`src/logic/pedr_pkg.sv`:
```
// Constants and carrier types for the port link error flag register
package pedr_pkg;
  localparam int ADDR_W = 24;
  localparam int DATA_W = 32;
  localparam int BE_W = 4;
  localparam int ACKID_W = 6;
  localparam int TMO_W = 24;
  localparam logic [23:0] FLAGS_ADDR = 24'h002040;
  localparam logic [23:0] TMO_ADDR = 24'h002080;
  localparam int BIT_IMPL = 0;
  localparam int BIT_CS_CRC = 9;
  localparam int BIT_ACK_SEQ = 10;
  localparam int BIT_PNA = 11;
  localparam int BIT_PKT_SEQ = 12;
  localparam int BIT_PKT_CRC = 13;
  localparam int BIT_PKT_LONG = 14;
  localparam int BIT_BAD_CHAR = 15;
  localparam int BIT_IDLE_DATA = 16;
  localparam int BIT_DESCR = 17;
  localparam int BIT_NOT_OUT = 26;
  localparam int BIT_PROTO = 27;
  localparam int BIT_DELIN = 29;
  localparam int BIT_UNSOL = 30;
  localparam int BIT_TMO = 31;
  // Implemented flag bits; all others are reserved zeros
  localparam logic [31:0] FLAGS_MASK = 32'hEC03FE01;
  localparam logic [31:0] FLAGS_RESET = 32'h00000000;
  localparam int MAX_PKT_BYTES = 276;
  localparam int CLK_MHZ = 100;
  localparam int TMO_US = 10;
  localparam int TMO_CYC = TMO_US * CLK_MHZ;
  localparam logic [23:0] TMO_RESET = TMO_CYC[23:0];

  // One-cycle event pulses from the receive and link-protocol logic
  typedef struct packed {
    logic impl_err;
    logic cs_bad_crc;
    logic ack_pna;
    logic pkt_bad_crc;
    logic invalid_char;
    logic illegal_char;
    logic data_in_idle1;
    logic descr_sync_loss;
    logic lr_not_outstanding;
    logic proto_err;
    logic misplaced_cg;
    logic unsolicited_ack;
  } pedr_rx_event_type;

  // An ackID seen on the link together with the value expected
  typedef struct packed {
    logic valid;
    logic [ACKID_W-1:0] id;
    logic [ACKID_W-1:0] expected;
  } pedr_ackid_type;
endpackage

```
`src/logic/pedr_pkt_len_check.sv`:
```
// Received packet length checker
`timescale 1ns/1ps
`default_nettype none
module pedr_pkt_len_check #(
  parameter int MAX_BYTES = pedr_pkg::MAX_PKT_BYTES
) (
  input wire logic i_core_clk,
  input wire logic i_rst_n,
  input wire logic i_ce,
  input wire logic i_byte_valid,
  input wire logic i_sop,
  input wire logic i_eop,
  output logic o_too_long
);
  localparam int CNT_W = $clog2(MAX_BYTES + 2);
  localparam logic [CNT_W-1:0] CNT_MAX = MAX_BYTES[CNT_W-1:0];
  localparam logic [CNT_W-1:0] CNT_ONE = {{(CNT_W-1){1'b0}}, 1'b1};
  logic [CNT_W-1:0] cnt_reg;
  logic [CNT_W-1:0] cnt_next;
  logic seen_reg;
  logic seen_next;
  logic too_long_next;
  wire logic [CNT_W-1:0] base;
  wire logic over;

  // A start byte restarts the count even if the old end was lost
  assign base = i_sop ? '0 : cnt_reg;
  assign over = i_byte_valid && (base == CNT_MAX) && !(seen_reg && !i_sop);

  always_comb
  begin
    cnt_next = cnt_reg;
    seen_next = seen_reg;
    too_long_next = 1'b0;
    if (i_byte_valid)
    begin
      if (base != CNT_MAX)
      begin
        cnt_next = base + CNT_ONE;
      end
      else
      begin
        cnt_next = base;
      end
      seen_next = i_sop ? 1'b0 : seen_reg;
      if (over)
      begin
        too_long_next = 1'b1;
        seen_next = 1'b1;
      end
      if (i_eop)
      begin
        cnt_next = '0;
        seen_next = 1'b0;
      end
    end
  end

  always_ff @(posedge i_core_clk or negedge i_rst_n)
  begin
    if (!i_rst_n)
    begin
      cnt_reg <= '0;
      seen_reg <= 1'b0;
      o_too_long <= 1'b0;
    end
    else if (i_ce)
    begin
      cnt_reg <= cnt_next;
      seen_reg <= seen_next;
      o_too_long <= too_long_next;
    end
  end
endmodule // pedr_pkt_len_check
`default_nettype wire

```
`src/logic/pedr_port_error_detect.sv`:
```
// Port link error flag register with Avalon-MM slave
//
// The Avalon-MM slave port is this design's own decision.
`timescale 1ns/1ps
`default_nettype none
module pedr_port_error_detect #(
  parameter int ADDR_W = pedr_pkg::ADDR_W,
  parameter int ACKID_W = pedr_pkg::ACKID_W,
  parameter int MAX_PKT_BYTES = pedr_pkg::MAX_PKT_BYTES,
  parameter logic [23:0] TMO_DEFAULT = pedr_pkg::TMO_RESET
) (
  input wire logic i_core_clk,
  input wire logic i_rst_n,
  input wire logic i_ce,
  input wire logic [ADDR_W-1:0] i_avs_address,
  input wire logic i_avs_read,
  input wire logic i_avs_write,
  input wire logic [31:0] i_avs_writedata,
  input wire logic [3:0] i_avs_byteenable,
  output logic [31:0] o_avs_readdata,
  output logic o_avs_waitrequest,
  input wire pedr_pkg::pedr_rx_event_type i_rx_event,
  input wire pedr_pkg::pedr_ackid_type i_ack_chk,
  input wire pedr_pkg::pedr_ackid_type i_pkt_chk,
  input wire logic i_rx_byte_valid,
  input wire logic i_rx_sop,
  input wire logic i_rx_eop,
  input wire logic i_ack_wait,
  output logic [31:0] o_port_link_error_flags,
  output logic o_link_timeout
);
  logic [31:0] flags_reg;
  logic [31:0] flags_next;
  logic [23:0] tmo_reg;
  logic [23:0] tmo_next;
  logic [23:0] wait_cnt_reg;
  logic [23:0] wait_cnt_next;
  logic fired_reg;
  logic fired_next;
  logic tmo_pulse_next;
  logic wait_reg;
  logic wait_next;
  logic [31:0] rdata_next;
  logic [31:0] set_vec;
  wire logic pkt_too_long;
  wire logic req;
  wire logic accept;
  wire logic sel_flags;
  wire logic sel_tmo;
  wire logic wr_flags;
  wire logic wr_tmo;
  wire logic ack_seq_err;
  wire logic pkt_seq_err;
  wire logic bad_char;
  wire logic tmo_hit;
  wire logic [31:0] flags_written;
  wire logic [31:0] tmo_written;
  wire logic [31:0] rd_mux;

  // Byte-lane merge shared by every writable register
  function automatic logic [31:0] be_merge(
    input logic [31:0] old_val,
    input logic [31:0] new_val,
    input logic [3:0] be
  );
    logic [31:0] res;
    res = old_val;
    for (int i = 0; i < 4; i++)
    begin
      if (be[i])
      begin
        res[i*8 +: 8] = new_val[i*8 +: 8];
      end
    end
    return res;
  endfunction

  pedr_pkt_len_check #(
    .MAX_BYTES(MAX_PKT_BYTES)
  ) u_len (
    .i_core_clk(i_core_clk),
    .i_rst_n(i_rst_n),
    .i_ce(i_ce),
    .i_byte_valid(i_rx_byte_valid),
    .i_sop(i_rx_sop),
    .i_eop(i_rx_eop),
    .o_too_long(pkt_too_long)
  );

  // Bus handshake: one wait cycle, then the request is served
  assign req = i_avs_read || i_avs_write;
  assign accept = req && !wait_reg;
  assign sel_flags = (i_avs_address == pedr_pkg::FLAGS_ADDR[ADDR_W-1:0]);
  assign sel_tmo = (i_avs_address == pedr_pkg::TMO_ADDR[ADDR_W-1:0]);
  assign wr_flags = accept && i_avs_write && sel_flags;
  assign wr_tmo = accept && i_avs_write && sel_tmo;

  // Link checks derived from ackID comparisons, plus the merged bad-character check
  assign ack_seq_err = i_ack_chk.valid && (i_ack_chk.id != i_ack_chk.expected);
  assign pkt_seq_err = i_pkt_chk.valid && (i_pkt_chk.id != i_pkt_chk.expected);
  assign bad_char = i_rx_event.invalid_char || i_rx_event.illegal_char;

  // Zero in tmo_reg disables the watchdog
  assign tmo_hit = i_ack_wait && !fired_reg && (tmo_reg != 24'h000000)
    && (wait_cnt_reg >= tmo_reg - 24'h000001);

  always_comb
  begin
    set_vec = 32'h00000000;
    set_vec[pedr_pkg::BIT_IMPL] = i_rx_event.impl_err;
    set_vec[pedr_pkg::BIT_CS_CRC] = i_rx_event.cs_bad_crc;
    set_vec[pedr_pkg::BIT_ACK_SEQ] = ack_seq_err;
    set_vec[pedr_pkg::BIT_PNA] = i_rx_event.ack_pna;
    set_vec[pedr_pkg::BIT_PKT_SEQ] = pkt_seq_err;
    set_vec[pedr_pkg::BIT_PKT_CRC] = i_rx_event.pkt_bad_crc;
    set_vec[pedr_pkg::BIT_PKT_LONG] = pkt_too_long;
    set_vec[pedr_pkg::BIT_BAD_CHAR] = bad_char;
    set_vec[pedr_pkg::BIT_IDLE_DATA] = i_rx_event.data_in_idle1;
    set_vec[pedr_pkg::BIT_DESCR] = i_rx_event.descr_sync_loss;
    set_vec[pedr_pkg::BIT_NOT_OUT] = i_rx_event.lr_not_outstanding;
    set_vec[pedr_pkg::BIT_PROTO] = i_rx_event.proto_err;
    // Delineation also marks bad and idle-data characters
    set_vec[pedr_pkg::BIT_DELIN] = bad_char || i_rx_event.misplaced_cg
      || i_rx_event.data_in_idle1;
    set_vec[pedr_pkg::BIT_UNSOL] = i_rx_event.unsolicited_ack;
    set_vec[pedr_pkg::BIT_TMO] = tmo_hit;
  end

  // Writing one leaves a flag alone; a set in the same cycle as a clear wins
  assign flags_written = flags_reg & be_merge(32'hFFFFFFFF, i_avs_writedata,
    i_avs_byteenable);
  assign tmo_written = be_merge({8'h00, tmo_reg}, i_avs_writedata, i_avs_byteenable);

  always_comb
  begin
    flags_next = wr_flags ? flags_written : flags_reg;
    flags_next = (flags_next | set_vec) & pedr_pkg::FLAGS_MASK;
  end

  assign tmo_next = wr_tmo ? tmo_written[23:0] : tmo_reg;

  // Wait counter runs only while an answer is owed
  always_comb
  begin
    wait_cnt_next = wait_cnt_reg;
    fired_next = fired_reg;
    tmo_pulse_next = tmo_hit;
    if (!i_ack_wait)
    begin
      wait_cnt_next = 24'h000000;
      fired_next = 1'b0;
    end
    else
    begin
      if (wait_cnt_reg != 24'hFFFFFF)
      begin
        wait_cnt_next = wait_cnt_reg + 24'h000001;
      end
      if (tmo_hit)
      begin
        fired_next = 1'b1;
      end
    end
  end

  // Unmapped addresses read zero; reserved bits read zero
  assign rd_mux = sel_flags ? (flags_reg & pedr_pkg::FLAGS_MASK) :
    (sel_tmo ? {8'h00, tmo_reg} : 32'h00000000);

  always_comb
  begin
    wait_next = 1'b1;
    rdata_next = o_avs_readdata;
    if (req && wait_reg)
    begin
      wait_next = 1'b0;
      rdata_next = i_avs_read ? rd_mux : 32'h00000000;
    end
  end

  always_ff @(posedge i_core_clk or negedge i_rst_n)
  begin
    if (!i_rst_n)
    begin
      flags_reg <= pedr_pkg::FLAGS_RESET;
      o_port_link_error_flags <= pedr_pkg::FLAGS_RESET;
      tmo_reg <= TMO_DEFAULT;
    end
    else if (i_ce)
    begin
      flags_reg <= flags_next;
      o_port_link_error_flags <= flags_next;
      tmo_reg <= tmo_next;
    end
  end

  always_ff @(posedge i_core_clk or negedge i_rst_n)
  begin
    if (!i_rst_n)
    begin
      wait_cnt_reg <= 24'h000000;
      fired_reg <= 1'b0;
      o_link_timeout <= 1'b0;
    end
    else if (i_ce)
    begin
      wait_cnt_reg <= wait_cnt_next;
      fired_reg <= fired_next;
      o_link_timeout <= tmo_pulse_next;
    end
  end

  always_ff @(posedge i_core_clk or negedge i_rst_n)
  begin
    if (!i_rst_n)
    begin
      wait_reg <= 1'b1;
      o_avs_waitrequest <= 1'b1;
      o_avs_readdata <= 32'h00000000;
    end
    else if (i_ce)
    begin
      wait_reg <= wait_next;
      o_avs_waitrequest <= wait_next;
      o_avs_readdata <= rdata_next;
    end
  end
endmodule // pedr_port_error_detect
`default_nettype wire

```
`config.mk`:
```
export PLATFORM = sky130hd
export DESIGN_NAME = pedr_port_error_detect
export DESIGN_NICKNAME = d
export VERILOG_FILES = /design/src/logic/pedr_pkg.sv /design/src/logic/pedr_pkt_len_check.sv /design/src/logic/pedr_port_error_detect.sv
export SDC_FILE = /design/constraint.sdc
export NUM_CORES = 1
export LEC_CHECK = 0
export ABC_AREA = 1
export BUFFER_PORTS_ARGS = -buffer_cell sky130_fd_sc_hd__buf_2
export CORE_MARGIN = 8
export CORE_UTILIZATION = 30
export CTS_CLUSTER_DIAMETER = 120
export DETAILED_ROUTE_END_ITERATION = 8
export HOLD_SLACK_MARGIN = 0.08
export MAX_ROUTING_LAYER = met4
export PLACE_DENSITY = 0.5
export RECOVER_POWER = 50
export SYNTH_ARGS = -nofsm -noshare
export SYNTH_HDL_FRONTEND = slang
export SYNTH_HIERARCHICAL = 1
export SYNTH_SLANG_ARGS = --single-unit
```
`constraint.sdc`:
```
create_clock -name i_core_clk -period 7.6 [get_ports i_core_clk]
set_input_delay 1.52 -clock i_core_clk [delete_from_list [all_inputs] [get_ports i_core_clk]]
set_output_delay 1.52 -clock i_core_clk [all_outputs]
set_load 0.1 [all_outputs]
```
Yosys cells after proc, flatten, opt, wreduce, memory -nomap -nowiden
Index checks and enable logic that the tools add are counted.
Widths: inputs -> output; s select.
Operators by class
  $add $sub $neg: 3
  order comparisons: 1
  eq/ne operators: 9
  mux-type cells: 21
  bitwise operators: 2
  reduce and logical (&&, ||, !) cells: 31
Operators by type and width (count)
  $mux 32: 3
  $mux 24: 3
  $eq 24x14->1 const B: 2
  $and 32x32->32: 1
  $mux 8: 4
  $or 32x32->32: 1
  $mux 9: 3
  $add 24x1->24 const B: 1
  $ge 24x24->1: 1
  $ne 24x24->1 const B: 1
  $reduce_bool 24->1: 1
  $sub 24x1->24 const B: 1
  $logic_and 1x1->1: 13
  $ne 6x6->1: 2
  $reduce_and 3->1: 4
  $add 9x1->9 const B: 1
  $eq 9x9->1 const B: 1
  $ne 9x9->1 const B: 1
  $mux 1: 8
  $reduce_and 2->1: 4
  $logic_not 1->1: 4
  $logic_or 1x1->1: 4
  $ne 2x1->1 const B: 2
  $reduce_bool 3->1: 1
Word-level totals
  register bits: 109
  output and inout port bits: 66
  logic and storage cells: 79

Depth between registers and ports, before layout
Gate-level depths: netlist of the first run.
  depth in word-level cells: 6
  gate-level depth with buffers: 19
  depth with buffers taken out: 19

Hierarchy
Netlist of the first run, hierarchy kept.
Modules (own cells, without submodules)
  pedr_port_error_detect: instances 1, cells an instance 884, area an instance 6346.1 µm², sequential area each 2386.0 µm²
  pedr_pkt_len_check: instances 1, cells an instance 103, area an instance 798.3 µm², sequential area each 275.3 µm²

Worst setup path before layout of the first run
OpenSTA, ideal clock, no wires.
  path type: in2reg
  start: input port i_avs_address[19]
  end: register flags_reg[10]
  arrival: 2.554 ns
  required time: 7.468 ns
  slack: 4.915 ns
  stages: 8
  buffers on the path: 0
  path through: nor2_1 nand2_1 nor2_1 nand2_1 nor2_2 nand2_1 o21ai_0 o21ai_0
On the way
  word-level cells in the longest chain between the ends: 4
Ends and longest elaborated chain
  start, declared: line pedr_port_error_detect.sv:15  | input wire logic [ADDR_W-1:0] i_avs_address,
  $eq 24x14->1: line pedr_port_error_detect.sv:93  | assign sel_flags = (i_avs_address == pedr_pkg::FLAGS_ADDR[ADDR_W-1:0]);
  $logic_and 1x1->1: line pedr_port_error_detect.sv:95  | assign wr_flags = accept && i_avs_write && sel_flags;
  $mux 32: line pedr_port_error_detect.sv:136  | flags_next = wr_flags ? flags_written : flags_reg;
  $or 32x32->32: line pedr_port_error_detect.sv:137  | flags_next = (flags_next | set_vec) & pedr_pkg::FLAGS_MASK;
  end signal, assigned: line pedr_port_error_detect.sv:185  | flags_reg <= pedr_pkg::FLAGS_RESET;
  end signal, assigned: line pedr_port_error_detect.sv:191  | flags_reg <= flags_next;
  end, declared: line pedr_port_error_detect.sv:32  | logic [31:0] flags_reg;
Every way passes these cells.
A chain may end at the register's enable or synchronous reset.

==> results of run 1 <==
final timing paths:
kind | to | slack (ns) | from | cells past startpoint
worst max-delay path | o_avs_readdata[21]$_DFFE_PN0P_ | 3.04 | i_rst_n | 2
worst min-delay path | u_len/seen_reg$_DFFE_PN0P_ | 0.47 | u_len/seen_reg$_DFFE_PN0P_ | 2
worst max register to register | wait_cnt_reg[5]$_DFFE_PN0P_ | 4.37 | wait_cnt_reg[0]$_DFFE_PN0P_ | 10
worst min register to register | u_len/seen_reg$_DFFE_PN0P_ | 0.47 | u_len/seen_reg$_DFFE_PN0P_ | 2
max in group i_core_clk | wait_cnt_reg[13]$_DFFE_PN0P_ | 3.72 | i_ce | 3
min in group asynchronous | wait_cnt_reg[17]$_DFFE_PN0P_ | 1.88 | i_rst_n | 1
per-layer routing:
metal  routed length [µm]  GRT usage (%)  up-vias  share of wire [%]
li1                     -              -     3348                  -
met1                 9779          18.67     2881                 48
met2                 9441          23.44      156                 46
met3                  974          3.244       10                4.8
met4                  201          3.280        0               0.99
met5                    0              -        -                  0
report_power, final:
group / total (W) / switching (W) / internal [W] / leakage (nW)
Clock: 0.000493 / 0.000232 / 0.000261 / 0.142
Combinational: 0.000152 / 0.000116 / 0.0000366 / 2.93
Sequential: 0.000574 / 0.00000585 / 0.000568 / 1.38
final cells by class:
class | instances | share of cell area [%]
Inverter | 99 | 4.576
Tap cell | 319 | 4.817
Multi-Input combinational cell | 760 | 45.67
Sequential cell | 106 | 32.12
Timing Repair Buffer | 153 | 9.166
Clock buffer | 10 | 2.764
Clock inverter | 6 | 0.8910
per-stage QoR:
stage                     cells  hold slack (ns)
after floorplan            1006           0.4360
after global routing       1453           0.5094
final                      1453           0.4740
after global placement     1437           0.4595
after detailed placement   1437           0.4579
after CTS                  1453           0.4772
kinds of logic after synthesis:
kind of cell               synth area share, %
and+or+nand+nor                          35.80
buffers and inverters                    9.597
DFF                                      37.25
AOI/OAI and AO/OA                        7.618
xor gates and xnor gates                 4.781
adders and majority gates                4.904
other                                  0.05249
cell usage after synthesis (10+ instances only):
cell type  number
nand2_1       341
nor2_1        109
dfrtp_1        99
inv_1          97
nand3_1        70
o21ai_0        42
xor2_1         29
ha_1           28
o21ai_2        21
buf_4          20
nand4_1        15
nand2_2        13
xnor2_1        10
==> results.yml, run 1 <==
sta:
  fmax_mhz: 219.2
  slew-limit-headroom_pct: -56.46
  timing.final.max_slew_violations: 109
  worst_pin_slew_ns: 2.347
  finClkSkew_ns: 0.01584
  finalCriticalPeriod_ns: 4.563
  period_share_pct: 60.04
  timing.final.ws_setup_ns: 3.037
  finalHoldViolations: 0
  setup_viol: 0
  tns_ns: 0
  rsz0062_at_grt: "no"
status:
  status: "complete, but fails checks"
  violations: "capacitance limit, slew limit"
global_routing:
  grt_pass1_wl_um: 32910
  grt_overflow_total: 0
  antenna_found_initial: 0
  grt_max_degree: 68
  grt_pass1_vias: 6523
  grt_usage_pct: 14.65
yosys:
  synthCells: 987
  synth_edf_count: 0
  synth_warnings: 6
  synth.area.top_cells: "dfrtp_1, nand2_1, nor2_1"
  ys.flop_type: "dfrtp_1"
  ys_seq_area_share_pct: 37.25
  syn_area_per_cell_um2: 7.238
  ys_ff_latch: 106
  yosys.area.top_type: "dfrtp_1"
  synth_top_area_share_pct: 34.68
  async_flop_share_pct: 100.0
  ys_types: 43
  synth_area_um2: 7144
critical_path:
  worst-setup-path-type: "input pin to asynchronous set/reset pin"
  cp.buffers_inverters: 2
  path_delay_family: "buffers and inverters"
  worstPathCellList: "clkbuf_1 > clkbuf_2"
  cp.required_ns: 7.74
  crit_path_start_kind: "input pin"
  critPathMaxStageDelay_ns: 1.64
  cp-end-kind: "asynchronous set/reset pin"
  crit_path_max_fanout: 67
  cp_slowest_cell: "clkbuf_1"
  crit_arrival_ns: 4.71
cells_and_area:
  syn2layout_area_growth_pct: 15.97
  largest_register_ff_count: 29
  final_util_pct: 35.40
  drive_gt1_share_pct: 18.52
  fin_area_um2: 8285
  regArea_um2: 2661
  layout_common_cells: "nand2_1, buf_2, nor2_1"
  nets: 1264
  multi_input_area_um2: 3784
  final_common_cell: "nand2_1"
  fillers: 2592
  antenna_cells: 0
cts:
  numCtsBuffers: 9
  cts.clk_slew.worst_paths_ns: 0.08
  cts_root_buf: "clkbuf_16"
  post-cts-setup-buffers: 0
  cts.sinks: 106
  clkLatencyLatePin_ns: 0.36
  clk_path_buf_depth: 2
  cts-htree-levels: 3
  cts_tree: "built"
  cts-resized-gates: 0
  cts_hold_buf: 0
floorplanning:
  die_y_um: 170.3
  coreArea_um2: 23400
  io_pins: 173
  dieArea_um2: 29010
  initial_utilization_pct: 30.53
  rows: 56
  die_w_um: 170.3
power_and_ir_drop:
  p_leak_nw: 4.460
  powerDensity_nw_per_um2: 147.1
  worst_ir_drop_vdd_mv: 0.08503
  total_power_w: 0.001219
drt:
  firstDrtPassIters: 5
  antenna_left: 0
  wl_um: 20400
  drt-initial-drc-count: 280
  drc: 0
  wire_per_inst_um: 14.04
  vias: 6395
  avgViaCountPerCell: 4.401
place:
  placed_cell_area_um2: 8089
  routabilityCongestion: 0.8025
  portBuffers: 149
  dp_hpwl_um: 16040
  place_ws_ns: 4.012
job:
  maxCapViolCount: 3
min_path:
  hp-class: "flip-flop to flip-flop"
Power figures use the tool's default switching activity.
==> run 2: changes to the inputs <==
ABC_AREA = 0   (was 1)
PLACE_DENSITY = 0.51   (was 0.5)
clock period = 4.4 ns   (was 7.6 ns; I/O delays follow)
==> run 2 against run 1 <==
Effect of this change:
- the flow still finishes with violations (capacitance limit, slew limit)
- highest routed layer unchanged
- critical path depth up 9
- critical endpoint is now flags_reg[31]$_DFFE_PN0P_
- sequential power is 74% higher
- final cell count shrank 29%
- area after synthesis fell by 14%
- setup slack got worse by 2.4 ns
- sequential share of layout area grew 3.8 points
- combinational power grew 63%
- global-route usage fell by 0.50 points
- sequential cell count unchanged
==> results.yml, run 2 <==
cells_and_area:
  nets: 885
  fin_cells: 1026
  final_common_cell: "buf_2"
  largest_register_ff_count: 29
  drive_gt1_share_pct: 27.28
  syn2layout_area_growth_pct: 20.41
  layout_common_cells: "buf_2, dfrtp_1, nand2_1"
floorplanning:
  io_pins: 173
  die_w_um: 159.2
  die_y_um: 159.2
  coreArea_um2: 20170
  rows: 52
  dieArea_um2: 25350
  initial_utilization_pct: 30.51
sta:
  period_share_pct: 85.45
  finalHoldViolations: 0
  timing.final.max_slew_violations: 83
  finClkSkew_ns: 0.008248
  fmax_mhz: 266.0
  whs_ns: 0.4682
  worst_pin_slew_ns: 3.240
  tns_ns: 0
  rsz0062_at_grt: "no"
  timing.final.ws_setup_ns: 0.6401
  slew-limit-headroom_pct: -116.0
  setup_viol: 0
  finalCriticalPeriod_ns: 3.760
drt:
  antenna_left: 0
  drt-initial-drc-count: 232
  vias: 5013
  wl_um: 17590
  wire_per_inst_um: 17.15
  firstDrtPassIters: 4
  avgViaCountPerCell: 4.886
  drc: 0
critical_path:
  crit_arrival_ns: 3.97
  crit_path_max_fanout: 7
  cp.required_ns: 4.61
  crit_path_start_kind: "flip-flop"
  cp-end-kind: "flip-flop"
  r2r_slack_ns: 0.64
  worst-setup-path-type: "flip-flop to flip-flop"
cts:
  cts_hold_buf: 0
  cts_root_buf: "clkbuf_16"
  clk_path_buf_depth: 2
  cts-htree-levels: 3
  numCtsBuffers: 9
  cts-resized-gates: 0
  clkLatencyLatePin_ns: 0.36
  cts.sinks: 106
  cts_tree: "built"
  post-cts-setup-buffers: 0
  cts.clk_slew.worst_paths_ns: 0.07
yosys:
  ys_seq_area_share_pct: 43.24
  ys_types: 70
  yosysMostFrequentCell: "dfrtp_1"
  syn_area_per_cell_um2: 10.21
  synth_edf_count: 0
  muxShareOfSynthArea_pct: 4.879
  synth_xor_area_share_pct: 6.973
  ys_ff_latch: 106
  synth_top_area_share_pct: 40.25
  synth_simple_gate_area_share_pct: 20.11
  synth_compound_area_share_pct: 14.05
  synthCells: 603
  async_flop_share_pct: 100.0
  yosys.area.top_type: "dfrtp_1"
  synth_warnings: 6
  synth.area.top_cells: "dfrtp_1, ha_1, xnor2_1"
  synth_area_um2: 6155
  synth_top_family_by_area: "simple AND/OR/NAND/NOR gates"
  synthAdderAreaFrac_pct: 5.692
  synthTopCellsByCount: "dfrtp_1, nand2_1, nor2_1"
  ys.flop_type: "dfrtp_1"
place:
  place_ws_ns: 0.6592
  dp_hpwl_um: 13650
  routabilityCongestion: 0.7948
  dp_cells: 1009
  portBuffers: 149
power_and_ir_drop:
  clockPowerShare_pct: 39.1
  total_power_w: 0.002049
  worst_ir_drop_vdd_mv: 0.1790
  intPower_w: 0.001491
  switchingPower_w: 0.0005575
  combPwrFrac_pct: 12.1
  p_leak_nw: 3.588
  swShare_pct: 27.21
  pwr-share-seq_pct: 48.8
  powerDensity_nw_per_um2: 276.4
status:
  violations: "capacitance limit, slew limit"
  status: "complete, but fails checks"
global_routing:
  grt_pass1_vias: 5101
  grt_usage_pct: 14.15
  grt_overflow_total: 0
  antenna_found_initial: 1
  grt_pass1_wl_um: 28320
  grt_max_degree: 58
job:
  maxCapViolCount: 2
min_path:
  hp-class: "flip-flop to flip-flop"
run 2: cell type report:
cell class	instances	area, µm²
sequential	106	2661
inverter	16	60.06
multi-input combinational	458	3268
antenna	1	2.502
fill	2090	12760
clock buffer	11	232.7
tap	270	337.8
timing repair buffer	159	793.3
clock inverter	5	55.05
run 2: through the flow:
stage	utilization [%]	area [µm²]
4_1_cts	36.92	7446
6_report	36.74	7411
2_1_floorplan	-	6226
3_5_place_dp	35.49	7158
5_1_grt	36.74	7411
3_3_place_gp	35.49	7158
run 2: cell families after synthesis:
logic type / after synthesis
flip-flops: 106
AND/OR/NAND/NOR: 218
other: 1
AO/OA/AOI/OAI: 116
adder cells (fa/ha/maj): 28
multiplexers: 27
XOR/XNOR: 49
buffers and inverters: 58
run 2: worst max-delay path: stages, from the launching register on:
cell	delay, ns
dfrtp_1	0.42
or3_4	0.41
or4_4	0.44
or4_4	0.54
nor4_4	0.25
xnor2_1	0.17
ha_1	0.28
nand4_1	0.17
nor2_1	0.08
a221o_1	0.34
a211oi_1	0.32
o211ai_1	0.17
run 2: worst paths after layout:
kind | depth (start not counted) | start | end
setup / recovery | 11 | tmo_reg[4]$_DFFE_PN0P_ | flags_reg[31]$_DFFE_PN0P_
hold / removal | 2 | o_avs_readdata[12]$_DFFE_PN0P_ | o_avs_readdata[12]$_DFFE_PN0P_
setup reg to reg | 11 | tmo_reg[4]$_DFFE_PN0P_ | flags_reg[31]$_DFFE_PN0P_
hold reg to reg | 2 | o_avs_readdata[12]$_DFFE_PN0P_ | o_avs_readdata[12]$_DFFE_PN0P_
max in group asynchronous | 2 | i_rst_n | flags_reg[27]$_DFFE_PN0P_
min in group asynchronous | 1 | i_rst_n | wait_cnt_reg[1]$_DFFE_PN0P_
run 2: power by group through the flow:
stage	clock, W	combinational [W]	sequential [W]
global route	0.000867	0.000268	0.00100
floorplan	0	0.000152	0.00103
finish	0.000802	0.000248	0.000999
CTS	0.000835	0.000252	0.000998
global placement	0	0.000250	0.00102
detailed placement	0	0.000251	0.00102
run 2: routing by layer:
metal	up-vias	GRT usage, %	share of wire [%]
li1	2481	-	-
met1	2414	18.76	50
met2	109	21.27	45
met3	9	3.438	4.1
met4	0	3.645	0.80
met5	-	-	0
==> run 3: changes to the inputs <==
CORE_ASPECT_RATIO = 1.25   (was unset)
clock period = 4.49 ns   (was 4.4 ns; I/O delays follow)
==> run 3 against run 2 <==
Effect of this change:
- the run still ends with capacitance limit, slew limit left
- combinational power down 2%
- final cell count rose by 0.19%
- routed wire length increased by 0.32%
- total power barely moved
- via count is 0.86% higher
- cell area up 0.22%
- global-route usage up 0.68 points
- sequential cell count did not move
- sequential power decreased by 2.0%
==> results.yml, run 3 (synthesized netlist as in run 2, its figures left out) <==
status:
  status: "complete, but fails checks"
  violations: "capacitance limit, slew limit"
cells_and_area:
  layout_common_cells: "buf_2, dfrtp_1, nand2_1"
  final_common_cell: "buf_2"
  syn2layout_area_growth_pct: 20.67
  nets: 885
  fillers: 2059
  largest_register_ff_count: 29
  drive_gt1_share_pct: 27.68
sta:
  period_share_pct: 83.12
  tns_ns: 0
  timing.final.max_slew_violations: 64
  rsz0062_at_grt: "no"
  finalHoldViolations: 0
  whs_ns: 0.4767
  finalCriticalPeriod_ns: 3.732
  setup_viol: 0
  fmax_mhz: 268.0
  worst_pin_slew_ns: 1.610
  finClkSkew_ns: 0.01064
  slew-limit-headroom_pct: -7.350
floorplanning:
  die_y_um: 176.1
  die_w_um: 144.1
  io_pins: 173
  coreArea_um2: 20100
  rows: 58
  initial_utilization_pct: 30.62
  dieArea_um2: 25380
power_and_ir_drop:
  pwr-share-seq_pct: 47.7
  intPower_w: 0.001468
  combPwrFrac_pct: 11.8
  switchingPower_w: 0.0005817
  worst_ir_drop_vdd_mv: 0.1470
  swShare_pct: 28.37
  clockPowerShare_pct: 40.4
  p_leak_nw: 3.595
  powerDensity_nw_per_um2: 276.0
drt:
  drc: 0
  firstDrtPassIters: 4
  antenna_left: 0
  avgViaCountPerCell: 4.918
  wire_per_inst_um: 17.17
  wl_um: 17650
  vias: 5056
  drt-initial-drc-count: 260
place:
  routabilityCongestion: 0.7625
  portBuffers: 149
  dp_hpwl_um: 13740
min_path:
  hp-class: "flip-flop to flip-flop"
critical_path:
  cp_slowest_cell: "or4b_1"
  critPathMaxStageDelay_ns: 0.71
  cp.required_ns: 4.73
  crit_path_start_kind: "flip-flop"
  worstPathCellList: "or3_4 > or4b_1 > nor4_2 > nand2_1 > xor2_1 > ha_1 > nand4_1 > nor2_1 > a221o_1 > a211oi_1 > o211ai_1"
  crit_path_max_fanout: 6
  crit_arrival_ns: 3.97
  worst-setup-path-type: "flip-flop to flip-flop"
  cp-end-kind: "flip-flop"
global_routing:
  grt_overflow_total: 0
  grt_usage_pct: 14.82
  grt_use_met2_pct: 24.41
  met3_usage_pct: 4.216
  grt_max_degree: 64
  use_met1_pct: 17.21
  grt_pass1_vias: 5338
  grt_pass1_wl_um: 28460
  top_usage_layer: "met2"
  antenna_found_initial: 3
cts:
  cts.sinks: 106
  clk_path_buf_depth: 2
  cts_root_buf: "clkbuf_16"
  cts_tree: "built"
  cts.clk_slew.worst_paths_ns: 0.08
  numCtsBuffers: 9
  cts-resized-gates: 0
  post-cts-setup-buffers: 0
  clkLatencyLatePin_ns: 0.37
  cts_hold_buf: 0
  cts-htree-levels: 3
job:
  maxCapViolCount: 1
-- run 3: cell count changes in the layout (fill, tap and decap cells not counted), moves of 2 or more --
| cell | before | now |
|---|---|---|
| buf_2 | 129 | 131 |
| diode_2 | 1 | 3 |
| buf_4 | 9 | 7 |
| clkbuf_1 | 22 | 20 |
-- run 3: path summary, 6_finish.rpt --
path	start	end	slack (ns)	depth (start not counted)
max in group asynchronous	i_rst_n	wait_cnt_reg[3]$_DFFE_PN0P_	1.68	2
min in group asynchronous	i_rst_n	flags_reg[30]$_DFFE_PN0P_	0.95	1
min	o_avs_readdata[12]$_DFFE_PN0P_	o_avs_readdata[12]$_DFFE_PN0P_	0.48	2
min reg2reg	o_avs_readdata[12]$_DFFE_PN0P_	o_avs_readdata[12]$_DFFE_PN0P_	0.48	2
max	tmo_reg[4]$_DFFE_PN0P_	flags_reg[31]$_DFFE_PN0P_	0.76	11
max reg2reg	tmo_reg[4]$_DFFE_PN0P_	flags_reg[31]$_DFFE_PN0P_	0.76	11
-- run 3: power by group through the flow --
stage / registers, W / logic [W] / clock network, W
final: 0.000979 / 0.000243 / 0.000828
after detailed placement: 0.000997 / 0.000249 / 0
after global placement: 0.000997 / 0.000247 / 0
after floorplan: 0.00101 / 0.000149 / 0
after global routing: 0.000981 / 0.000265 / 0.000884
after CTS: 0.000979 / 0.000249 / 0.000853
-- run 3: critical path, delay by kind of cell, from the launching register on --
family                     cells  cell delay (ns)
AOI/OAI and AO/OA              3             0.83
xor gates and xnor gates       1             0.16
adders and majority gates      1             0.31
DFF                            1             0.43
and+or+nand+nor                6             1.88
-- run 3: layout make-up --
| cell class | count | area, µm² | area share (%) |
|---|---|---|---|
| Antenna cell | 3 | 7.507 | 0.1011 |
| Multi-Input combinational cell | 458 | 3271 | 44.04 |
| Inverter | 16 | 60.06 | 0.8086 |
| Tap cell | 270 | 337.8 | 4.549 |
| Clock buffer | 9 | 225.2 | 3.032 |
| Timing Repair Buffer | 159 | 788.3 | 10.61 |
| Sequential cell | 106 | 2661 | 35.83 |
| Clock inverter | 7 | 76.32 | 1.028 |
-- run 3: through the flow --
step                instance area [µm²]  utilization (%)  cells  worst slack, ns  total power [W]
finish                             7427            36.95   1028           0.7580         0.002050
floorplan                          6226                -    622            1.053         0.001160
CTS                                7460            37.11   1025           0.7035         0.002080
detailed placement                 7158            35.61   1009           0.7315         0.001246
global route                       7427            36.95   1028           0.4523         0.002130
global placement                   7158            35.61   1009           0.7520         0.001245
-- run 3: per-layer routing --
layer / vias up / routed length [µm]
met5: - / 0
met4: 0 / 278
met3: 18 / 947
met2: 125 / 8826
met1: 2437 / 7596
li1: 2476 / -
